==> src/rtl/sfc_pkg.sv <==
package sfc_pkg;
	// Clock and time base
	localparam int CLK_PERIOD_PS = 5000;
	localparam int PS_PER_US = 1000000;
	localparam int US_CYCLES = (PS_PER_US + CLK_PERIOD_PS - 1) / CLK_PERIOD_PS;
	localparam int REF_PERIOD_PS = 100000;
	localparam int REF_DIV = REF_PERIOD_PS / CLK_PERIOD_PS;

	// Sequencer intervals, in microseconds
	localparam logic [8:0] BIAS_MAX_US = 9'h046;
	localparam logic [8:0] CAL_US = 9'h032;
	localparam logic [8:0] SETTLE_MAX_US = 9'h136;
	localparam logic [8:0] TOTAL_MAX_US = 9'h0c8;

	// Register addresses
	localparam logic [6:0] ADDR_DEV_STATUS = 7'h02;
	localparam logic [6:0] ADDR_OP_MODE = 7'h07;
	localparam logic [6:0] ADDR_DEVIATION = 7'h72;
	localparam logic [6:0] ADDR_OFFSET_LO = 7'h73;
	localparam logic [6:0] ADDR_OFFSET_HI = 7'h74;
	localparam logic [6:0] ADDR_BAND = 7'h75;
	localparam logic [6:0] ADDR_FRAC_HI = 7'h76;
	localparam logic [6:0] ADDR_FRAC_LO = 7'h77;
	localparam logic [6:0] ADDR_CHANNEL = 7'h79;
	localparam logic [6:0] ADDR_STEP = 7'h7a;
	localparam logic [6:0] ADDR_SEQ_CFG = 7'h7b;
	localparam logic [6:0] ADDR_BIAS_TIME = 7'h7c;
	localparam logic [6:0] ADDR_SETTLE_TIME = 7'h7d;

	// Values after reset
	localparam logic [7:0] RST_ZERO = 8'h00;
	localparam logic [7:0] RST_DEVIATION = 8'h20;
	localparam logic [7:0] RST_BAND = 8'h35;
	localparam logic [7:0] RST_FRAC_HI = 8'hbb;
	localparam logic [7:0] RST_FRAC_LO = 8'h80;
	localparam logic [7:0] RST_SEQ_CFG = 8'h01;
	localparam logic [7:0] RST_BIAS_TIME = 8'h32;
	localparam logic [7:0] RST_SETTLE_TIME = 8'h32;

	// Field positions
	localparam int OPM_PLLON = 1;
	localparam int OPM_RXON = 2;
	localparam int OPM_TXON = 3;
	localparam int BAND_HB = 5;
	localparam int CFG_VCOCAL = 0;
	localparam int CFG_LOCKED = 7;

	// Frequency plan, in millihertz; one fraction step is 156.25 Hz in low band
	localparam int LSB_MHZ = 156250;
	localparam int IF_SHIFT_MHZ = 937500000;
	localparam int HOP_UNIT_MHZ = 10000000;
	localparam int DEV_UNIT_MHZ = 625000;
	localparam logic [24:0] IF_LSB = 25'(IF_SHIFT_MHZ / LSB_MHZ);
	localparam logic [24:0] HOP_LSB = 25'(HOP_UNIT_MHZ / LSB_MHZ);
	localparam logic [24:0] DEV_LSB = 25'(DEV_UNIT_MHZ / LSB_MHZ);
	localparam logic [24:0] FRAC_MOD = 25'h00fa00;
	localparam logic [15:0] FRAC_MOD16 = 16'hfa00;
	localparam logic [6:0] N_OFFSET = 7'h18;
	localparam logic [4:0] FB_MAX = 5'h17;

	typedef enum logic [4:0] {
		SEQ_OFF = 5'h01,
		SEQ_BIAS = 5'h02,
		SEQ_CAL = 5'h04,
		SEQ_SETTLE = 5'h08,
		SEQ_LOCK = 5'h10
	} sfc_seq_t;

	typedef struct packed {
		logic [6:0] addr;
		logic [7:0] data;
	} sfc_reg_wr_t;

	typedef struct packed {
		logic [6:0] n_ratio;
		logic [15:0] frac;
	} sfc_synth_t;
endpackage : sfc_pkg

==> src/rtl/sfc_synth_ctrl.sv <==
`timescale 1ns/1ps
// Operation
// - Host writes only the target mode; sequencer walks every step to reach it.
// - VCO calibration runs on every synthesizer frequency change and every power up.
// - VCO bias settle interval programmable 0 to 70 us, default 50 us.
// - Calibration lasts 50 us and can be bypassed for faster turnaround.
// - Synth settle interval programmable 0 to 310 us, default 100 us.
// - Bias settle, calibration and synth settle together finish within 200 us.
// - Third-order modulator at 10 MHz, accumulators wrap at 64000.
// - Divide ratio integer is band integer plus 24; fraction over 64000.
// - Band integer above 23 is stored as 23.
// - High band uses output directly; low band divides output by two.
// - Fraction combines carrier fraction, offset trim and deviation; FSK follows data.
// - Receive lowers the synthesizer by 937.5 kHz for the IF.
// - Hop step counts in 10 kHz units, up to 2.55 MHz.
// - Carrier rises by channel number times step; one write changes channel.
// - Channel or step change in TX/RX retunes via tune; packet transmit defers it.
module sfc_synth_ctrl #(
	parameter int US_CYC = sfc_pkg::US_CYCLES
) (
	input wire logic mclk,
	input wire logic rst_n,
	input wire logic spi_sck,
	input wire logic spi_nsel_n,
	input wire logic spi_sdi,
	output logic spi_sdo,
	output logic spi_sdo_oe,
	input wire logic tx_data,
	input wire logic pkt_active,
	output logic pll_en,
	output logic vco_bias_on,
	output logic vco_cal_on,
	output logic pll_locked,
	output logic pa_en,
	output logic rx_en,
	output logic hb_select,
	output logic lo_div2_en,
	output logic [7:0] div_ratio
);
	localparam int CAL_CYCLES = int'(sfc_pkg::CAL_US) * US_CYC;
	localparam int TOTAL_CYCLES = int'(sfc_pkg::TOTAL_MAX_US) * US_CYC;

	logic rst_ff1_reg;
	logic rst_sync_n_reg;
	sfc_pkg::sfc_reg_wr_t wr;
	logic wr_stb;
	logic [6:0] rd_addr;
	logic [7:0] rd_data;
	logic [7:0] mode_reg;
	logic [7:0] dev_reg;
	logic [7:0] off_lo_reg;
	logic [7:0] off_hi_reg;
	logic [7:0] band_reg;
	logic [7:0] fc_hi_reg;
	logic [7:0] fc_lo_reg;
	logic [7:0] chan_reg;
	logic [7:0] step_reg;
	logic [7:0] seq_cfg_reg;
	logic [7:0] bias_reg;
	logic [7:0] settle_reg;
	logic hb;
	logic vcocal;
	logic pll_req;
	logic target_rx;
	logic target_tx;
	logic [24:0] base_w;
	logic [15:0] hop_prod;
	logic [24:0] hop_w;
	logic [24:0] if_w;
	logic [24:0] offs_w;
	logic [24:0] dev_w;
	logic [24:0] word_nom;
	logic [24:0] word_want;
	logic [24:0] inst_word;
	logic [24:0] applied_word_reg;
	logic applied_hb_reg;
	logic need_retune;
	logic hold_pkt;
	logic [8:0] bias_us;
	logic [8:0] settle_raw;
	logic [8:0] budget_us;
	logic [8:0] settle_us;
	sfc_pkg::sfc_seq_t state_reg;
	sfc_pkg::sfc_seq_t state_next;
	logic tmr_load;
	logic [8:0] tmr_us;
	logic tmr_done;
	logic latch;
	sfc_pkg::sfc_synth_t synth_reg;
	logic [16:0] tmr_cnt_reg;
	logic [16:0] phase_cnt_reg;
	logic [16:0] seq_cnt_reg;

	// Reset is asserted at once and released through two flops
	always_ff @(posedge mclk or negedge rst_n) begin
		if (!rst_n) begin
			rst_ff1_reg <= 1'b0;
			rst_sync_n_reg <= 1'b0;
		end else begin
			rst_ff1_reg <= 1'b1;
			rst_sync_n_reg <= rst_ff1_reg;
		end
	end

	sfc_spi_port u_spi (
		.mclk(mclk),
		.rst_n(rst_sync_n_reg),
		.spi_sck(spi_sck),
		.spi_nsel_n(spi_nsel_n),
		.spi_sdi(spi_sdi),
		.rd_data(rd_data),
		.spi_sdo(spi_sdo),
		.spi_sdo_oe(spi_sdo_oe),
		.wr_stb(wr_stb),
		.wr(wr),
		.rd_addr(rd_addr)
	);

	// Register writes; band integer is clamped on the way in
	always_ff @(posedge mclk or negedge rst_sync_n_reg) begin
		if (!rst_sync_n_reg) begin
			mode_reg <= sfc_pkg::RST_ZERO;
			dev_reg <= sfc_pkg::RST_DEVIATION;
			off_lo_reg <= sfc_pkg::RST_ZERO;
			off_hi_reg <= sfc_pkg::RST_ZERO;
			band_reg <= sfc_pkg::RST_BAND;
			fc_hi_reg <= sfc_pkg::RST_FRAC_HI;
			fc_lo_reg <= sfc_pkg::RST_FRAC_LO;
			chan_reg <= sfc_pkg::RST_ZERO;
			step_reg <= sfc_pkg::RST_ZERO;
			seq_cfg_reg <= sfc_pkg::RST_SEQ_CFG;
			bias_reg <= sfc_pkg::RST_BIAS_TIME;
			settle_reg <= sfc_pkg::RST_SETTLE_TIME;
		end else if (wr_stb) begin
			case (wr.addr)
				sfc_pkg::ADDR_OP_MODE: mode_reg <= wr.data;
				sfc_pkg::ADDR_DEVIATION: dev_reg <= wr.data;
				sfc_pkg::ADDR_OFFSET_LO: off_lo_reg <= wr.data;
				sfc_pkg::ADDR_OFFSET_HI: off_hi_reg <= {6'h00, wr.data[1:0]};
				sfc_pkg::ADDR_BAND: begin
					band_reg <= (wr.data[4:0] > sfc_pkg::FB_MAX) ? {wr.data[7:5], sfc_pkg::FB_MAX} : wr.data;
				end
				sfc_pkg::ADDR_FRAC_HI: fc_hi_reg <= wr.data;
				sfc_pkg::ADDR_FRAC_LO: fc_lo_reg <= wr.data;
				sfc_pkg::ADDR_CHANNEL: chan_reg <= wr.data;
				sfc_pkg::ADDR_STEP: step_reg <= wr.data;
				sfc_pkg::ADDR_SEQ_CFG: seq_cfg_reg <= {7'h00, wr.data[sfc_pkg::CFG_VCOCAL]};
				sfc_pkg::ADDR_BIAS_TIME: bias_reg <= wr.data;
				sfc_pkg::ADDR_SETTLE_TIME: settle_reg <= wr.data;
				default: ;
			endcase
		end
	end

	// Read mux; unmapped addresses read zero
	always_comb begin
		case (rd_addr)
			sfc_pkg::ADDR_DEV_STATUS: rd_data = {6'h00, pa_en, rx_en};
			sfc_pkg::ADDR_OP_MODE: rd_data = mode_reg;
			sfc_pkg::ADDR_DEVIATION: rd_data = dev_reg;
			sfc_pkg::ADDR_OFFSET_LO: rd_data = off_lo_reg;
			sfc_pkg::ADDR_OFFSET_HI: rd_data = off_hi_reg;
			sfc_pkg::ADDR_BAND: rd_data = band_reg;
			sfc_pkg::ADDR_FRAC_HI: rd_data = fc_hi_reg;
			sfc_pkg::ADDR_FRAC_LO: rd_data = fc_lo_reg;
			sfc_pkg::ADDR_CHANNEL: rd_data = chan_reg;
			sfc_pkg::ADDR_STEP: rd_data = step_reg;
			sfc_pkg::ADDR_SEQ_CFG: rd_data = {pll_locked, seq_cfg_reg[6:0]};
			sfc_pkg::ADDR_BIAS_TIME: rd_data = bias_reg;
			sfc_pkg::ADDR_SETTLE_TIME: rd_data = settle_reg;
			default: rd_data = 8'h00;
		endcase
	end

	assign hb = band_reg[sfc_pkg::BAND_HB];
	assign vcocal = seq_cfg_reg[sfc_pkg::CFG_VCOCAL];
	assign target_tx = mode_reg[sfc_pkg::OPM_TXON];
	assign target_rx = mode_reg[sfc_pkg::OPM_RXON] & ~target_tx;
	assign pll_req = mode_reg[sfc_pkg::OPM_PLLON] | target_rx | target_tx;

	// Desired synthesizer word in fraction steps: N*64000 + fraction + trims
	always_comb begin
		base_w = {18'h00000, {2'h0, band_reg[4:0]} + sfc_pkg::N_OFFSET} * sfc_pkg::FRAC_MOD;
		hop_prod = chan_reg * step_reg;
		hop_w = ({9'h000, hop_prod} * sfc_pkg::HOP_LSB) >> hb;
		if_w = sfc_pkg::IF_LSB >> hb;
		offs_w = {{15{off_hi_reg[1]}}, off_hi_reg[1:0], off_lo_reg};
		word_nom = base_w + {9'h000, fc_hi_reg, fc_lo_reg} + offs_w + hop_w;
		word_want = target_rx ? word_nom - if_w : word_nom;
		dev_w = ({17'h00000, dev_reg} * sfc_pkg::DEV_LSB) >> hb;
	end

	// Any change of word or band, IF shift included, retunes; a packet in flight keeps its frequency
	assign need_retune = {applied_hb_reg, applied_word_reg} != {hb, word_want};
	assign hold_pkt = target_tx & pkt_active;

	// Interval clamps; settle is shortened so the whole turn-on fits its budget
	always_comb begin
		bias_us = ({1'b0, bias_reg} > sfc_pkg::BIAS_MAX_US) ? sfc_pkg::BIAS_MAX_US : {1'b0, bias_reg};
		settle_raw = ({settle_reg, 1'b0} > sfc_pkg::SETTLE_MAX_US) ? sfc_pkg::SETTLE_MAX_US : {settle_reg, 1'b0};
		budget_us = sfc_pkg::TOTAL_MAX_US - bias_us - (vcocal ? sfc_pkg::CAL_US : 9'h000);
		settle_us = (settle_raw > budget_us) ? budget_us : settle_raw;
	end

	// Phase timer counts down to zero; a zero-length phase still lasts one cycle
	always_ff @(posedge mclk or negedge rst_sync_n_reg) begin
		if (!rst_sync_n_reg) begin
			tmr_cnt_reg <= 17'h00000;
		end else if (tmr_load) begin
			tmr_cnt_reg <= (tmr_us == 9'h000) ? 17'h00000 : 17'(int'(tmr_us) * US_CYC - 1);
		end else if (!tmr_done) begin
			tmr_cnt_reg <= tmr_cnt_reg - 17'h00001;
		end
	end
	assign tmr_done = (tmr_cnt_reg == 17'h00000);

	// Turn-on sequencer: bias settle, optional calibration, synth settle, lock
	always_comb begin
		state_next = state_reg;
		tmr_load = 1'b0;
		tmr_us = bias_us;
		latch = 1'b0;
		case (state_reg)
			sfc_pkg::SEQ_OFF: begin
				if (pll_req) begin
					state_next = sfc_pkg::SEQ_BIAS;
					tmr_load = 1'b1;
					latch = 1'b1;
				end
			end
			sfc_pkg::SEQ_BIAS: begin
				if (!pll_req) begin
					state_next = sfc_pkg::SEQ_OFF;
				end else if (tmr_done) begin
					tmr_load = 1'b1;
					if (vcocal) begin
						state_next = sfc_pkg::SEQ_CAL;
						tmr_us = sfc_pkg::CAL_US;
					end else begin
						state_next = sfc_pkg::SEQ_SETTLE;
						tmr_us = settle_us;
					end
				end
			end
			sfc_pkg::SEQ_CAL: begin
				if (!pll_req) begin
					state_next = sfc_pkg::SEQ_OFF;
				end else if (tmr_done) begin
					state_next = sfc_pkg::SEQ_SETTLE;
					tmr_load = 1'b1;
					tmr_us = settle_us;
				end
			end
			sfc_pkg::SEQ_SETTLE: begin
				if (!pll_req) begin
					state_next = sfc_pkg::SEQ_OFF;
				end else if (tmr_done) begin
					state_next = sfc_pkg::SEQ_LOCK;
				end
			end
			sfc_pkg::SEQ_LOCK: begin
				if (!pll_req) begin
					state_next = sfc_pkg::SEQ_OFF;
				end else if (need_retune && !hold_pkt) begin
					state_next = sfc_pkg::SEQ_BIAS;
					tmr_load = 1'b1;
					latch = 1'b1;
				end
			end
			default: state_next = sfc_pkg::SEQ_OFF;
		endcase
	end

	always_ff @(posedge mclk or negedge rst_sync_n_reg) begin
		if (!rst_sync_n_reg) begin
			state_reg <= sfc_pkg::SEQ_OFF;
		end else begin
			state_reg <= state_next;
		end
	end

	// Frequency and band are taken only at the start of a turn-on sequence
	always_ff @(posedge mclk or negedge rst_sync_n_reg) begin
		if (!rst_sync_n_reg) begin
			applied_word_reg <= 25'h0000000;
			applied_hb_reg <= 1'b0;
		end else if (latch) begin
			applied_word_reg <= word_want;
			applied_hb_reg <= hb;
		end
	end

	// FSK moves the fraction by the deviation while transmitting
	assign inst_word = pa_en ? (tx_data ? applied_word_reg + dev_w : applied_word_reg - dev_w) : applied_word_reg;

	// Split into integer ratio and fraction below the modulus
	always_ff @(posedge mclk or negedge rst_sync_n_reg) begin
		if (!rst_sync_n_reg) begin
			synth_reg <= '0;
		end else begin
			synth_reg.n_ratio <= 7'(inst_word / sfc_pkg::FRAC_MOD);
			synth_reg.frac <= 16'(inst_word % sfc_pkg::FRAC_MOD);
		end
	end

	sfc_dsm u_dsm (
		.mclk(mclk),
		.rst_n(rst_sync_n_reg),
		.synth(synth_reg),
		.div_ratio(div_ratio)
	);

	// Outputs decode straight from state flops
	assign pll_en = (state_reg != sfc_pkg::SEQ_OFF);
	assign vco_bias_on = (state_reg == sfc_pkg::SEQ_BIAS);
	assign vco_cal_on = (state_reg == sfc_pkg::SEQ_CAL);
	assign pll_locked = (state_reg == sfc_pkg::SEQ_LOCK);
	assign pa_en = pll_locked & target_tx;
	assign rx_en = pll_locked & target_rx;
	assign hb_select = applied_hb_reg;
	assign lo_div2_en = ~applied_hb_reg;

	// Helper counters read only by the checks below
	always_ff @(posedge mclk or negedge rst_sync_n_reg) begin
		if (!rst_sync_n_reg) begin
			phase_cnt_reg <= 17'h00000;
			seq_cnt_reg <= 17'h00000;
		end else begin
			phase_cnt_reg <= (state_next != state_reg) ? 17'h00000 : phase_cnt_reg + 17'h00001;
			seq_cnt_reg <= (pll_locked || state_reg == sfc_pkg::SEQ_OFF) ? 17'h00000 : seq_cnt_reg + 17'h00001;
		end
	end
endmodule : sfc_synth_ctrl

==> src/rtl/sfc_spi_port.sv <==
`timescale 1ns/1ps
module sfc_spi_port (
	input wire logic mclk,
	input wire logic rst_n,
	input wire logic spi_sck,
	input wire logic spi_nsel_n,
	input wire logic spi_sdi,
	input wire logic [7:0] rd_data,
	output logic spi_sdo,
	output logic spi_sdo_oe,
	output logic wr_stb,
	output sfc_pkg::sfc_reg_wr_t wr,
	output logic [6:0] rd_addr
);
	logic [2:0] meta_reg;
	logic [2:0] sync_reg;
	logic sck_d_reg;
	logic rise;
	logic fall;
	logic [2:0] bit_cnt_reg;
	logic [6:0] rx_sh_reg;
	logic addr_ph_reg;
	logic is_wr_reg;
	logic [6:0] addr_reg;
	logic load_reg;
	logic [7:0] tx_sh_reg;

	// Pins pass two flops; the first stage feeds only the second
	always_ff @(posedge mclk or negedge rst_n) begin
		if (!rst_n) begin
			meta_reg <= 3'h2;
			sync_reg <= 3'h2;
			sck_d_reg <= 1'b0;
		end else begin
			meta_reg <= {spi_sck, spi_nsel_n, spi_sdi};
			sync_reg <= meta_reg;
			sck_d_reg <= sync_reg[2];
		end
	end

	assign rise = sync_reg[2] & ~sck_d_reg;
	assign fall = ~sync_reg[2] & sck_d_reg;

	// Receive: first byte is write flag and address, then data bytes with auto increment
	always_ff @(posedge mclk or negedge rst_n) begin
		if (!rst_n) begin
			bit_cnt_reg <= 3'h0;
			rx_sh_reg <= 7'h00;
			addr_ph_reg <= 1'b1;
			is_wr_reg <= 1'b0;
			addr_reg <= 7'h00;
			wr_stb <= 1'b0;
			wr <= '0;
		end else begin
			wr_stb <= 1'b0;
			if (sync_reg[1]) begin
				bit_cnt_reg <= 3'h0;
				addr_ph_reg <= 1'b1;
			end else if (rise) begin
				rx_sh_reg <= {rx_sh_reg[5:0], sync_reg[0]};
				bit_cnt_reg <= bit_cnt_reg + 3'h1;
				if (bit_cnt_reg == 3'h7) begin
					if (addr_ph_reg) begin
						is_wr_reg <= rx_sh_reg[6];
						addr_reg <= {rx_sh_reg[5:0], sync_reg[0]};
						addr_ph_reg <= 1'b0;
					end else begin
						addr_reg <= addr_reg + 7'h01;
						if (is_wr_reg) begin
							wr_stb <= 1'b1;
							wr.addr <= addr_reg;
							wr.data <= {rx_sh_reg, sync_reg[0]};
						end
					end
				end
			end
		end
	end

	// Transmit: read data is loaded on the falling edge after each completed byte of a read frame
	always_ff @(posedge mclk or negedge rst_n) begin
		if (!rst_n) begin
			load_reg <= 1'b0;
			tx_sh_reg <= 8'h00;
			spi_sdo_oe <= 1'b0;
		end else begin
			spi_sdo_oe <= ~sync_reg[1];
			if (sync_reg[1]) begin
				load_reg <= 1'b0;
				tx_sh_reg <= 8'h00;
			end else if (rise && bit_cnt_reg == 3'h7) begin
				load_reg <= addr_ph_reg ? ~rx_sh_reg[6] : ~is_wr_reg;
			end else if (fall) begin
				load_reg <= 1'b0;
				tx_sh_reg <= load_reg ? rd_data : {tx_sh_reg[6:0], 1'b0};
			end
		end
	end

	assign spi_sdo = tx_sh_reg[7];
	assign rd_addr = addr_reg;
endmodule : sfc_spi_port

==> src/rtl/sfc_dsm.sv <==
`timescale 1ns/1ps
module sfc_dsm (
	input wire logic mclk,
	input wire logic rst_n,
	input wire sfc_pkg::sfc_synth_t synth,
	output logic [7:0] div_ratio
);
	logic [4:0] ref_cnt_reg;
	logic ref_tick;
	logic [2:0][15:0] acc_reg;
	logic [2:0][15:0] acc_next;
	logic [2:0][15:0] stage_in;
	logic [2:0] carry;
	logic c2_d_reg;
	logic c3_d_reg;
	logic c3_dd_reg;
	logic [3:0] delta;

	// Modulator runs at the 10 MHz reference rate
	always_ff @(posedge mclk or negedge rst_n) begin
		if (!rst_n) begin
			ref_cnt_reg <= 5'h00;
		end else begin
			ref_cnt_reg <= ref_tick ? 5'h00 : ref_cnt_reg + 5'h01;
		end
	end
	assign ref_tick = (ref_cnt_reg == 5'(sfc_pkg::REF_DIV - 1));

	// Three cascaded accumulators, each wrapping at the fraction modulus
	assign stage_in[0] = synth.frac;
	for (genvar k = 0; k < 3; k++) begin : g_stage
		logic [16:0] sum;
		assign sum = {1'b0, acc_reg[k]} + {1'b0, stage_in[k]};
		assign carry[k] = (sum >= {1'b0, sfc_pkg::FRAC_MOD16});
		assign acc_next[k] = carry[k] ? 16'(sum - {1'b0, sfc_pkg::FRAC_MOD16}) : sum[15:0];
		if (k < 2) begin : g_chain
			assign stage_in[k + 1] = acc_next[k];
		end
		always_ff @(posedge mclk or negedge rst_n) begin
			if (!rst_n) begin
				acc_reg[k] <= 16'h0000;
			end else if (ref_tick) begin
				acc_reg[k] <= acc_next[k];
			end
		end
	end

	// Noise-shaped carry sum: c1 + (1-z)c2 + (1-z)^2 c3
	assign delta = {3'h0, carry[0]} + {3'h0, carry[1]} - {3'h0, c2_d_reg}
		+ {3'h0, carry[2]} - {2'h0, c3_d_reg, 1'b0} + {3'h0, c3_dd_reg};

	always_ff @(posedge mclk or negedge rst_n) begin
		if (!rst_n) begin
			c2_d_reg <= 1'b0;
			c3_d_reg <= 1'b0;
			c3_dd_reg <= 1'b0;
			div_ratio <= 8'h00;
		end else if (ref_tick) begin
			c2_d_reg <= carry[1];
			c3_d_reg <= carry[2];
			c3_dd_reg <= c3_d_reg;
			div_ratio <= {1'b0, synth.n_ratio} + {{4{delta[3]}}, delta};
		end
	end
endmodule : sfc_dsm

==> config.mk <==
export PLATFORM = sky130hd
export DESIGN_NAME = sfc_synth_ctrl
export DESIGN_NICKNAME = d
export VERILOG_FILES = /design/src/rtl/sfc_pkg.sv /design/src/rtl/sfc_synth_ctrl.sv /design/src/rtl/sfc_spi_port.sv /design/src/rtl/sfc_dsm.sv
export SDC_FILE = /design/constraint.sdc
export NUM_CORES = 1
export LEC_CHECK = 0
export BUFFER_PORTS_ARGS = -buffer_cell sky130_fd_sc_hd__buf_2
export CELL_PAD_IN_SITES_DETAIL_PLACEMENT = 2
export CELL_PAD_IN_SITES_GLOBAL_PLACEMENT = 2
export CORE_MARGIN = 5
export CORE_UTILIZATION = 41
export DETAILED_ROUTE_END_ITERATION = 6
export PLACE_DENSITY_LB_ADDON = 0.1
export SLEW_MARGIN = 5
export SYNTH_ARGS = -nofsm -noshare
export SYNTH_HDL_FRONTEND = slang
export SYNTH_SLANG_ARGS = --single-unit
==> constraint.sdc <==
create_clock -name mclk -period 11.4 [get_ports mclk]
set_clock_uncertainty 0.15 [all_clocks]
set_input_delay 1.14 -clock mclk [delete_from_list [all_inputs] [get_ports mclk]]
set_output_delay 1.14 -clock mclk [all_outputs]
set_load 0.01 [all_outputs]
* Yosys cells after proc, flatten, opt, wreduce, memory -nomap -nowiden
Cells that the tools add are included. W data, S select, Z words.
Word-level totals: output and inout port bits 18, bits in registers 272, input bits 7, logic and storage cells 228
Operators by class: reductions and logical operators 29, multiplexer cells 59, $lt $le $gt $ge 7, equal/unequal tests 41, add/subtract/negate cells 26, multiply operators 3, divide/modulo/power cells 2, bitwise gates (word level) 16, shift operators 3
Operator list (number):
- $eq A7 B7 Y1 const B | 22
- $pmux W8 S13 | 1
- $mux W25 | 3
- $mux W9 | 7
- $mux W5 | 11
- $add A16 B16 Y17 | 3
- $ge A17 B16 Y1 const B | 3
- $mux W17 | 3
- $add A25 B25 Y25 | 2
- $sub A25 B25 Y25 | 2
- $mux W16 | 3
- $sub A16 B16 Y16 const B | 3
- $mux W8 | 5
- $sub A17 B1 Y17 const B | 2
- $reduce_and A2 Y1 | 15
- $ne A26 B26 Y1 | 1
- $add A24 B10 Y25 | 1
- $div A25 B16 Y25 const B | 1
- $mod A25 B16 Y25 const B | 1
- $pmux W5 S5 | 1
- $shr A10 B1 Y25 | 1
- $shr A13 B1 Y25 const A | 1
- $shr A22 B1 Y25 | 1
- $add A22 B16 Y23 | 1
- other kinds (52) | 92

* Logic depth before layout (Yosys ltp)
Gate-level depths: netlist of run 1.
depth after elaboration 14, gate-level depth with buffers 56, mapped depth without buffers 56

* Modules after synthesis
Synthesis of run 1 repeated with hierarchy kept, for this count alone.
Unflattened totals: cell total of the unflattened synthesis 3149, area total of the unflattened synthesis 27650.3 um^2
By module, submodules not included:
- sfc_synth_ctrl | instances 1, sequential area each 3928.8 um^2, area each 19125.8 um^2, cells each 2223
- sfc_dsm | instances 1, sequential area each 1601.5 um^2, area each 6262.3 um^2, cells each 756
- sfc_spi_port | instances 1, sequential area each 1305.0 um^2, area each 2262.2 um^2, cells each 170

* Worst setup path before layout of run 1
Ideal clock, no wire load.
path type reg-to-reg, from register band_reg[5], to register synth_reg[13] (netlist name), arrival time 9946 ps, stages on the path, launching flop included 44, buffers on the path 4, required time 11125 ps, setup slack 1179 ps, setup time 125 ps, clock period less this slack 10221 ps, cells stage by stage dfstp_2 -> clkbuf_1 -> clkbuf_1 -> clkbuf_1 -> and2_1 -> inv_1 -> ha_1 -> nand2_1 -> nor4b_1 -> and4b_1 -> ha_1 -> nand2_1 -> o21ai_0 -> ha_1 -> nand3_1 -> or4_1 -> nand2b_1 -> a2111oi_2 -> (+8 left out) -> mux2_4 -> a41oi_4 -> inv_2 -> mux2i_4 -> o31a_2 -> nor2_1 -> xnor2_1 -> nor4_1 -> a311o_1 -> buf_4 -> nor3_2 -> a211oi_2 -> or4_4 -> a31oi_4 -> nand3b_4 -> a21o_1 -> a221oi_1 -> mux2_2
Between the ends: word-level cells in the longest chain between the ends 5, elaborated cells between the ends (all ways) 6, those cells by class add/sub (2); div (1); shift (1); mux (2)
RTL lines:
- start, declared | line sfc_synth_ctrl.sv:53 | logic [7:0] band_reg;
- start signal, assigned | line sfc_synth_ctrl.sv:126 | band_reg <= sfc_pkg::RST_BAND;
- start signal, assigned | line sfc_synth_ctrl.sv:141 | band_reg <= (wr.data[4:0] > sfc_pkg::FB_MAX) ? {wr.data[7:5], sfc_pkg::FB_MAX} : wr.data;
- $shr A10 B1 Y25 (*) | line sfc_synth_ctrl.sv:190 | dev_w = ({17'h00000, dev_reg} * sfc_pkg::DEV_LSB) >> hb;
- $sub A25 B25 Y25 / $add A25 B25 Y25 (equally long branches) | line sfc_synth_ctrl.sv:294 | assign inst_word = pa_en ? (tx_data ? applied_word_reg + dev_w : applied_word_reg - dev_w) : applied_word_reg;
- $mux W25 (*) (2 in series) | line sfc_synth_ctrl.sv:294
- $mod A25 B16 Y25 (*) | line sfc_synth_ctrl.sv:302 | synth_reg.frac <= 16'(inst_word % sfc_pkg::FRAC_MOD);
- end, declared | line sfc_synth_ctrl.sv:89 | sfc_pkg::sfc_synth_t synth_reg;
Every way passes the cells marked *; elsewhere a longest branch is shown, timed or not. A chain may end at the register's enable or synchronous reset.

* Worst setup path after layout of run 1
from register band_reg[5], to register synth_reg[11] (netlist name)
The elaborated chain is that of the path after synthesis.

==> results of run 1 <==
## stage by stage
stage                     TNS [ps]  cell area, um2  hold slack (ps)  worst slack (ps)  total power [uW]
after floorplan                  0           25820            181.2              1179              1036
after global placement           0           26980            183.2             294.5              1053
after detailed placement    -169.7           26980            185.7            -149.8              1056
after CTS                        0           28230            164.2             33.85              2248
after global routing        -986.8           28530            174.0            -236.8              2289
final                            0           28530            164.6             314.2              2206
## Yosys cell counts (15+ instances only)
master	instances	share of area, %
sky130_fd_sc_hd__nand2_1	376	5.5
sky130_fd_sc_hd__ha_1	254	12
sky130_fd_sc_hd__inv_1	252	3.7
sky130_fd_sc_hd__dfrtp_1	249	24
sky130_fd_sc_hd__a21oi_1	193	3.7
sky130_fd_sc_hd__o21ai_0	151	2.9
sky130_fd_sc_hd__xnor2_1	145	4.9
sky130_fd_sc_hd__nor2_1	142	2.1
sky130_fd_sc_hd__mux2_2	98	4.3
sky130_fd_sc_hd__clkbuf_1	96	1.4
sky130_fd_sc_hd__and2_1	81	2.0
sky130_fd_sc_hd__fa_1	76	5.9
sky130_fd_sc_hd__xor2_1	76	2.6
sky130_fd_sc_hd__o21bai_1	62	1.8
sky130_fd_sc_hd__nand3_1	57	1.1
sky130_fd_sc_hd__nor3_1	54	1.0
sky130_fd_sc_hd__a21o_1	38	1.1
sky130_fd_sc_hd__mux2i_1	38	1.5
sky130_fd_sc_hd__a31oi_1	29	0.70
sky130_fd_sc_hd__nand2b_1	26	0.63
sky130_fd_sc_hd__nor2b_1	24	0.58
sky130_fd_sc_hd__and3_1	23	0.56
sky130_fd_sc_hd__dfstp_2	23	2.3
sky130_fd_sc_hd__nor3b_1	22	0.64
sky130_fd_sc_hd__nand4_1	21	0.51
sky130_fd_sc_hd__o31ai_1	21	0.61
sky130_fd_sc_hd__a211oi_1	19	0.55
sky130_fd_sc_hd__o211ai_1	17	0.49
sky130_fd_sc_hd__a22oi_1	16	0.47
sky130_fd_sc_hd__nor4_1	16	0.39
sky130_fd_sc_hd__a21boi_0	15	0.44
sky130_fd_sc_hd__o22ai_1	15	0.36
## metal layers
metal  global-route usage (%)  routed length [um]
met1                    28.71               35200
met2                    46.21               44040
met4                    7.367                2558
met3                    2.322                2230
met5                        0                   0
## final cells by class
type	count	area [um2]	share of cell area [%]
Clock buffer	54	1030	3.609
Clock inverter	13	175.2	0.6139
Inverter	254	953.4	3.342
Multi-Input combinational cell	2340	17870	62.64
Sequential cell	272	6839	23.97
Tap cell	846	1059	3.710
Timing Repair Buffer	85	603.1	2.114
## report_power, final
part	leakage [uW]	total [uW]	internal, uW	switching [uW]
Clock	0.000578	1170	681	489
Sequential	0.00349	996	979	17.0
Combinational	0.00943	40.1	14.5	25.6
Total	0.0135	2210	1670	532
## layout by cell type, fill, tap and decap left out, types with 38 or more instances in the layout
cell	instances
sky130_fd_sc_hd__nor2_1	139
sky130_fd_sc_hd__xnor2_1	142
sky130_fd_sc_hd__a21oi_1	178
sky130_fd_sc_hd__nand2_1	374
sky130_fd_sc_hd__fa_1	76
sky130_fd_sc_hd__a21o_1	38
sky130_fd_sc_hd__xor2_1	76
sky130_fd_sc_hd__nand3_1	56
sky130_fd_sc_hd__dfrtp_1	248
sky130_fd_sc_hd__buf_4	59
sky130_fd_sc_hd__o21ai_0	151
sky130_fd_sc_hd__and2_1	81
sky130_fd_sc_hd__o21bai_1	61
sky130_fd_sc_hd__mux2_2	98
sky130_fd_sc_hd__ha_1	253
sky130_fd_sc_hd__nor3_1	52
sky130_fd_sc_hd__inv_1	251
## critical path, delay by kind of cell, from the launching register on
family	cells	cell delay, ps
adders and majority gates	3	890
xor gates and xnor gates	2	320
and+or+nand+nor	14	3580
AOI/OAI and AO/OA	16	4720
DFF	1	580
buffers and inverters	1	150
muxes	2	510
## path summary, 6_finish.rpt
check                             startpoint           endpoint  slack, ps
min reg2reg                   rst_sync_n_reg    tmr_cnt_reg[15]        160
max reg2reg                      band_reg[5]      synth_reg[11]        310
min in group mclk          u_spi.meta_reg[0]  u_spi.sync_reg[0]        200
min                           rst_sync_n_reg    tmr_cnt_reg[15]        160
max in group asynchronous     rst_sync_n_reg      synth_reg[18]       8710
max                              band_reg[5]      synth_reg[11]        310
## cell families (layout without fill, tap and decap cells)
family / after synthesis / after routing
AO/OA/AOI/OAI: 728 / 728
adder cells (fa/ha/maj): 332 / 332
XOR/XNOR: 223 / 223
multiplexers: 139 / 140
buffers and inverters: 363 / 406
flip-flops: 272 / 272
other: 1 / 2
AND/OR/NAND/NOR: 915 / 915
## repair_timing
action	4_1_cts	5_1_grt
pin swaps	2	12
gates resized for setup	4	43
cloned	0	1
endpoints found under the setup margin	3	15
buffers inserted	3	13
==> impl_metrics.json, run 1 <==
{
  "yosys.cell_types.count": 118,
  "complex_gate_fraction_of_the_synthesized_area_pct": 19.10,
  "finalMaxSlewViolations": 0,
  "grt_pass1_vias": 25000,
  "cts_inserted_buffers": 37,
  "cts_tree": "yes",
  "layout.filler_cells": 6892,
  "die_height_um": 260.9,
  "post_cts_hold_buffer_count": 0,
  "worst-slew-pin-transition_ps": 1163,
  "fmax_ghz": 0.09021,
  "total_of_max_cap_violations": 0,
  "row_count": 92,
  "startpoint_type_of_the_worst_setup_path": "flip-flop",
  "violations": "design-rule violations",
  "die_area_mm2": 0.06808,
  "remaining_drc_errors": 2,
  "cpMaxStageDelayCell": "sky130_fd_sc_hd__dfstp_2",
  "cts-root-buf": "sky130_fd_sc_hd__clkbuf_16",
  "largest_register_ff_count": 48,
  "ant_nets": 0,
  "synth_seq_area_share_pct": 26.48,
  "initial_utilization_pct": 41.15,
  "hold_path_class": "flip-flop to async pin",
  "fin_crit_sh_pct": 97.24,
  "globalRouteTotalUtil_pct": 24.26,
  "outcome": "finished with violations",
  "maxSlewHeadroom_pct": 21.76,
  "synthesis.area_mm2": 0.02581,
  "post_synth_inst_count": 2973,
  "dr_total_vias": 22270,
  "synthesis.area_per_instance_um2": 8.683,
  "layout-drive-gt1-share_pct": 12.49,
  "routabilityCongestion": 0.8637,
  "worst-endpoint-arrival_ps": 11360,
  "finish.utilization_pct": 45.48,
  "final-setup-viol-count": 0,
  "final_cell_count_no_fill": 3864,
  "postRouteWirelength_um": 84030,
  "yosys_warnings": 0,
  "critical_path_peak_fanout": 10,
  "drt_iter0_markers": 955,
  "finalWorstPathRequiredPeriod_ps": 11090,
  "grt_start_max_net_pins": 166,
  "synth_top_family_by_area": "compound AO/OA/AOI/OAI gates",
  "core-area_mm2": 0.06274,
  "grt_overflow_total": 0,
  "die_x_um": 260.9,
  "clk_latency_ps": 590,
  "final_hold_viol_count": 0,
  "postSynth.asyncResetShare_pct": 100.0,
  "io-pin-count": 25,
  "cts_max_level": 2,
  "max-vdd-ir-drop_uv": 135.2,
  "flop_and_latch_count_out_of_synthesis": 272,
  "first_pass_grt_wire_length_um": 135000,
  "static-leakage-power_uw": 0.01350,
  "rr_worst_depth": 38,
  "dp.cells": 3780,
  "ctsLongestPathBuffers": 3,
  "synth-simple-area-share_pct": 17.22,
  "cts_num_sinks": 272,
  "drt_first_pass_iters": 7,
  "powerDensity_mw_per_mm2": 77.32,
  "synth_adder_area_share_pct": 18.28,
  "avgViaCountPerCell": 5.763,
  "antenna_cells": 0,
  "antenna_found_initial": 2,
  "fin_nets": 3327,
  "setup.worst_path.end_class": "flip-flop",
  "yosys_most_used_dff": "sky130_fd_sc_hd__dfrtp_1",
  "synth-xor-area-share_pct": 7.648,
  "synthToLayoutAreaGrowth_pct": 10.53,
  "detail_route.wl_per_cell_um": 21.75,
  "setup.worst_path.class": "flip-flop to flip-flop",
  "synth_enable_flop_cells": 0,
  "synth_mux_area_share_pct": 5.937,
  "critPathMaxStageDelay_ps": 580,
  "hpwl_um": 64350,
  "clkTransAtPathRegs_ps": 60,
  "cp.required_ps": 11670,
  "buffer_ports.inserted": 24
}
No activity file was read; power rests on OpenSTA's default activity.
==> run 2: changes to the inputs <==
- CORE_UTILIZATION: 41 -> 23
- MAX_ROUTING_LAYER: unset -> met4
==> impl_metrics.json, run 2 (synthesis gave the netlist of run 1 again) <==
{
  "buffer_ports.inserted": 24,
  "postRouteWirelength_um": 90000,
  "drt_iter0_markers": 774,
  "die_area_mm2": 0.1190,
  "cts_inserted_buffers": 39,
  "core-area_mm2": 0.1120,
  "startpoint_type_of_the_worst_setup_path": "flip-flop",
  "fin_nets": 3352,
  "layout.filler_cells": 12800,
  "fin_crit_sh_pct": 93.97,
  "critPathMaxStageDelay_ps": 550,
  "worst-endpoint-arrival_ps": 11030,
  "avgViaCountPerCell": 4.818,
  "cts-root-buf": "sky130_fd_sc_hd__clkbuf_16",
  "die_height_um": 345.0,
  "hold_path_class": "primary input to async pin",
  "layout-drive-gt1-share_pct": 13.56,
  "clkTransAtPathRegs_ps": 60,
  "final_cell_count_no_fill": 4545,
  "globalRouteTotalUtil_pct": 15.18,
  "powerDensity_mw_per_mm2": 78.83,
  "cts_tree": "yes",
  "setup.worst_path.class": "flip-flop to flip-flop",
  "outcome": "finished, final reports clean",
  "maxSlewHeadroom_pct": 34.82,
  "total_of_max_cap_violations": 0,
  "setup_total_negative_slack_ps": 0,
  "row_count": 123,
  "ctsLongestPathBuffers": 3,
  "die_x_um": 345.0,
  "grt_overflow_total": 0,
  "dp.cells": 4463,
  "initial_utilization_pct": 23.04,
  "largest_register_ff_count": 48,
  "synthToLayoutAreaGrowth_pct": 15.02,
  "fmax_ghz": 0.09335,
  "mostFrequentLayoutCells": "sky130_fd_sc_hd__nand2_1, sky130_fd_sc_hd__ha_1, sky130_fd_sc_hd__inv_1",
  "critical_path_peak_fanout": 12,
  "post_cts_hold_buffer_count": 0,
  "finalMaxSlewViolations": 0,
  "final_hold_viol_count": 0,
  "detail_route.wl_per_cell_um": 19.80,
  "antenna_found_initial": 2,
  "finalWorstPathRequiredPeriod_ps": 10710,
  "worst-slew-pin-transition_ps": 968.8,
  "cpMaxStageDelayCell": "sky130_fd_sc_hd__o41a_1",
  "cts_max_level": 2,
  "cp.required_ps": 11720,
  "clk_latency_ps": 610,
  "grt_start_max_net_pins": 78,
  "first_pass_grt_wire_length_um": 142300,
  "antenna_cells": 0,
  "cts_num_sinks": 272,
  "ant_nets": 0,
  "routabilityCongestion": 0.8339,
  "grt_pass1_vias": 24670,
  "layout.cells.most_common": "sky130_fd_sc_hd__nand2_1",
  "drt_first_pass_iters": 6,
  "dr_total_vias": 21900,
  "io-pin-count": 25,
  "remaining_drc_errors": 0,
  "setup.worst_path.end_class": "flip-flop",
  "hpwl_um": 70420,
  "static-leakage-power_uw": 0.01370,
  "max-vdd-ir-drop_uv": 104.1,
  "final-setup-viol-count": 0
}
run 2: cell types whose count changed in the layout (fill, tap and decap cells not counted), moves of 4 or more:
cell,previous run,this run
sky130_fd_sc_hd__a21oi_1,178,174
sky130_fd_sc_hd__a21oi_2,15,19
sky130_fd_sc_hd__buf_4,59,83
sky130_fd_sc_hd__clkbuf_1,13,8
sky130_fd_sc_hd__clkbuf_8,4,9
run 2: power by group:
group / total (uW) / internal (uW) / switching, uW
registers: 997 / 979 / 18.1
clock network: 1300 / 786 / 516
logic: 41.3 / 14.5 / 26.8
total: 2340 / 1780 / 561
run 2: area by class of cell:
cell class / instances / area [um2] / share of cell area (%)
multi-input cells: 2340 / 17900 / 60.27
well taps: 1500 / 1877 / 6.321
inverters: 254 / 953.4 / 3.211
clock inverters: 15 / 234.0 / 0.7880
flip-flops and latches: 272 / 6839 / 23.03
clock buffers: 56 / 1130 / 3.805
repair buffers: 108 / 763.2 / 2.570
run 2: final timing paths:
path                              startpoint                end  slack, ps  depth (start not counted)
hold reg to reg               rst_sync_n_reg    tmr_cnt_reg[12]        180                          0
setup / recovery                 band_reg[5]      synth_reg[13]        690                         38
hold / removal                         rst_n     rst_sync_n_reg        160                          1
setup reg to reg                 band_reg[5]      synth_reg[13]        690                         38
max in group asynchronous     rst_sync_n_reg        u_spi.wr[6]       8790                          2
min in group mclk          u_spi.meta_reg[1]  u_spi.sync_reg[1]        200                          0
run 2: what timing repair did:
| action | 4_1_cts | 5_1_grt |
|---|---|---|
| endpoints found under the setup margin | 3 | 15 |
| setup buffers | 2 | 8 |
| pin swaps | 1 | 6 |
| cloned | 0 | 1 |
| gates resized for setup | 5 | 44 |
run 2: through the flow:
step                      power, uW  utilization (%)  setup slack, ps  hold slack, ps  area, um2
after floorplan                1036                -             1179           181.2      25820
after global placement         1057            25.00            21.93           189.1      28000
after detailed placement       1059            25.00           -187.5           198.9      28000
after CTS                      2409            26.24            65.60           120.5      29400
after global routing           2447            26.50           -47.93           134.1      29690
final                          2341            26.50            687.7           163.2      29690
run 2: metal layers:
metal	track usage (%)	part of all wire, %	wire length [um]
met5	-	0	0
met4	3.556	2.2	1965
met3	1.619	1.9	1704
met2	26.93	51	45480
met1	18.57	45	40850
run 2: critical path: cells and delay by family, from the launching register on:
family / cells / cell delay (ps)
DFF: 1 / 530
buffers and inverters: 1 / 210
muxes: 3 / 790
AOI/OAI and AO/OA: 16 / 4980
adders and majority gates: 3 / 930
and+or+nand+nor: 15 / 2970
==> run 3: changes to the inputs <==
- ABC_AREA: unset -> 1
- clock period: 11.4 -> 13.9 ns (I/O delays scaled with it)
==> impl_metrics.json, run 3 <==
{
  "outcome": "finished, final reports clean",
  "power.switching_fraction_pct": 24.05,
  "cpMaxStageDelayCell": "sky130_fd_sc_hd__dfrtp_1",
  "row_count": 122,
  "mostFrequentLayoutCells": "sky130_fd_sc_hd__nand2_1, sky130_fd_sc_hd__inv_1, sky130_fd_sc_hd__ha_1",
  "critPathMaxStageDelay_ps": 700,
  "setup_total_negative_slack_ps": 0,
  "grt_pass1_vias": 25320,
  "dp.cells": 5043,
  "synthesis.area_per_instance_um2": 7.194,
  "part_of_the_power_in_the_clock_network_pct": 56.4,
  "synthesis.area_mm2": 0.02575,
  "initial_utilization_pct": 23.20,
  "internal_power_uw": 1451,
  "synth_mux_area_share_pct": 0.4082,
  "cts_inserted_buffers": 40,
  "worst-endpoint-arrival_ps": 11210,
  "most_instantiated_library_cell_after_synthesis": "sky130_fd_sc_hd__nand2_1",
  "grt_start_max_net_pins": 87,
  "die_height_um": 344.6,
  "pwr-share-comb_pct": 1.4,
  "cts-root-buf": "sky130_fd_sc_hd__clkbuf_16",
  "synth_top_area_share_pct": 24.20,
  "first_pass_grt_wire_length_um": 145700,
  "synth-simple-area-share_pct": 25.08,
  "worst-slew-pin-transition_ps": 1043,
  "setup.worst_path.end_class": "flip-flop",
  "maxSlewHeadroom_pct": 30.18,
  "power.sequential.fraction_pct": 42.2,
  "grt_overflow_total": 0,
  "hold_start": "u_spi.meta_reg[0]",
  "rsz0062_at_grt": "false",
  "synthToLayoutAreaGrowth_pct": 12.49,
  "dpl_cell_area_mm2": 0.02760,
  "path_common_cell": "sky130_fd_sc_hd__inv_1",
  "rr_startpoint": "step_reg[6]",
  "final-setup-viol-count": 0,
  "hpwl_um": 73240,
  "globalRouteTotalUtil_pct": 15.90,
  "holdPathEnd": "u_spi.sync_reg[0]",
  "static-leakage-power_uw": 0.01523,
  "cts_tree": "yes",
  "powerDensity_mw_per_mm2": 65.98,
  "fin_crit_sh_pct": 78.12,
  "avgViaCountPerCell": 4.440,
  "clk_latency_ps": 600,
  "final_hold_viol_count": 0,
  "cts_setup_buffers": 0,
  "fin_worst_hold_slack_ps": 201.7,
  "synth_enable_flop_cells": 0,
  "cts_num_sinks": 272,
  "post_synth_inst_count": 3579,
  "io-pin-count": 25,
  "total_switching_power_uw": 459.5,
  "synth-xor-area-share_pct": 7.080,
  "cp.required_ps": 14260,
  "detail_route.wl_per_cell_um": 17.58,
  "total_of_max_cap_violations": 0,
  "yosys-top-cells-area": "sky130_fd_sc_hd__dfrtp_1, sky130_fd_sc_hd__nand2_1, sky130_fd_sc_hd__ha_1",
  "setup.worst_path.class": "flip-flop to flip-flop",
  "ctsLongestPathBuffers": 3,
  "ant_nets": 0,
  "largest_register_ff_count": 48,
  "r2r_setup_slack_ps": 3040,
  "finalMaxSlewViolations": 0,
  "routabilityCongestion": 0.8000,
  "max-vdd-ir-drop_uv": 75.29,
  "postSynth.asyncResetShare_pct": 100.0,
  "synth.largest_area_cell": "sky130_fd_sc_hd__dfrtp_1",
  "finish.instance_area_mm2": 0.02896,
  "layout-drive-gt1-share_pct": 7.222,
  "die_x_um": 344.6,
  "timing.hold.worst_path_depth": 0,
  "hold_path_class": "flip-flop to flip-flop",
  "reg2reg_to": "tmr_cnt_reg[6]",
  "drt_first_pass_iters": 6,
  "core-area_mm2": 0.1110,
  "yosys_warnings": 0,
  "final_cell_count_no_fill": 5117,
  "cts_resized": 0,
  "synth_adder_area_share_pct": 18.25,
  "fin_nets": 3934,
  "cts_max_level": 2,
  "complex_gate_fraction_of_the_synthesized_area_pct": 12.35,
  "die_area_mm2": 0.1187,
  "rr_worst_depth": 43,
  "yosys.cell_types.count": 68,
  "antenna_found_initial": 2,
  "synth_top_cells_by_count": "sky130_fd_sc_hd__nand2_1, sky130_fd_sc_hd__inv_1, sky130_fd_sc_hd__ha_1, sky130_fd_sc_hd__o21ai_0, sky130_fd_sc_hd__dfrtp_1",
  "flop_and_latch_count_out_of_synthesis": 272,
  "synth_top_family_by_area": "simple AND/OR/NAND/NOR gates",
  "clkTransAtPathRegs_ps": 60,
  "synth_seq_area_share_pct": 26.55,
  "critical_path_peak_fanout": 50,
  "startpoint_type_of_the_worst_setup_path": "flip-flop",
  "drt_iter0_markers": 656,
  "postRouteWirelength_um": 89940,
  "finalWorstPathRequiredPeriod_ps": 10860,
  "fmax_ghz": 0.09210,
  "post_cts_hold_buffer_count": 0,
  "layout.filler_cells": 13210,
  "dr_total_vias": 22720,
  "remaining_drc_errors": 0,
  "buffer_ports.inserted": 24,
  "layout.cells.most_common": "sky130_fd_sc_hd__nand2_1",
  "yosys_most_used_dff": "sky130_fd_sc_hd__dfrtp_1"
}
## run 3: metrics by stage
stage | setup slack (ps) | power [uW] | util [%]
after global placement | 2438 | 849.3 | 24.87
after detailed placement | 2397 | 849.7 | 24.87
after global routing | 1672 | 2000 | 26.10
after floorplan | 4651 | 834.7 | -
after CTS | 2371 | 1964 | 26.09
final | 3042 | 1911 | 26.10
## run 3: kinds of logic (layout without fill, tap and decap cells)
group	Yosys count	after routing
compound gates	565	565
other cells	1	3
buf+inv	696	744
xor+xnor	206	206
mux	10	10
fa+ha+maj	330	330
simple gates	1499	1499
flops	272	272
## run 3: layout make-up
class | count | area (um2) | share of cell area, %
sequential | 272 | 6839 | 23.61
clock inverter | 16 | 225.2 | 0.7776
timing repair buffer | 42 | 255.2 | 0.8813
inverter | 629 | 2366 | 8.169
antenna | 1 | 2.502 | 0.008640
clock buffer | 57 | 1135 | 3.918
multi-input combinational | 2612 | 16280 | 56.20
tap | 1488 | 1862 | 6.428
## run 3: critical path, delay by kind of cell (launching register included)
family | cells | cell delay [ps]
buf+inv | 10 | 1780
flops | 1 | 700
simple gates | 19 | 3130
xor+xnor | 4 | 950
fa+ha+maj | 8 | 3550
compound gates | 2 | 480
## run 3: power groups by stage
stage	combinational, uW	sequential [uW]	clock, uW
after global placement	28.4	821	0
after global routing	32.7	808	1160
after detailed placement	28.6	821	0
final	26.6	807	1080
after floorplan	7.38	827	0
after CTS	28.8	807	1130
## run 3: routing by layer
layer / up-vias / track usage [%] / part of all wire, %
met5: - / - / 0
met4: 0 / 2.740 / 1.5
met3: 67 / 1.725 / 2.3
met2: 121 / 25.96 / 46
met1: 11110 / 21.66 / 50
li1: 11420 / - / -
## run 3: worst max-delay path by stage
| stage | from | endpoint | slack (ps) | depth (start not counted) |
|---|---|---|---|---|
| floorplan | u_dsm.acc_reg[2] | u_dsm.div_ratio[7] | 4650 | 64 |
| global placement | step_reg[6] | tmr_cnt_reg[0] | 2440 | 41 |
| detailed placement | step_reg[6] | tmr_cnt_reg[1] | 2400 | 41 |
| CTS | step_reg[6] | tmr_cnt_reg[1] | 2370 | 41 |
| global route | band_reg[5] | synth_reg[13] | 1670 | 70 |
| finish | step_reg[6] | tmr_cnt_reg[6] | 3040 | 43 |
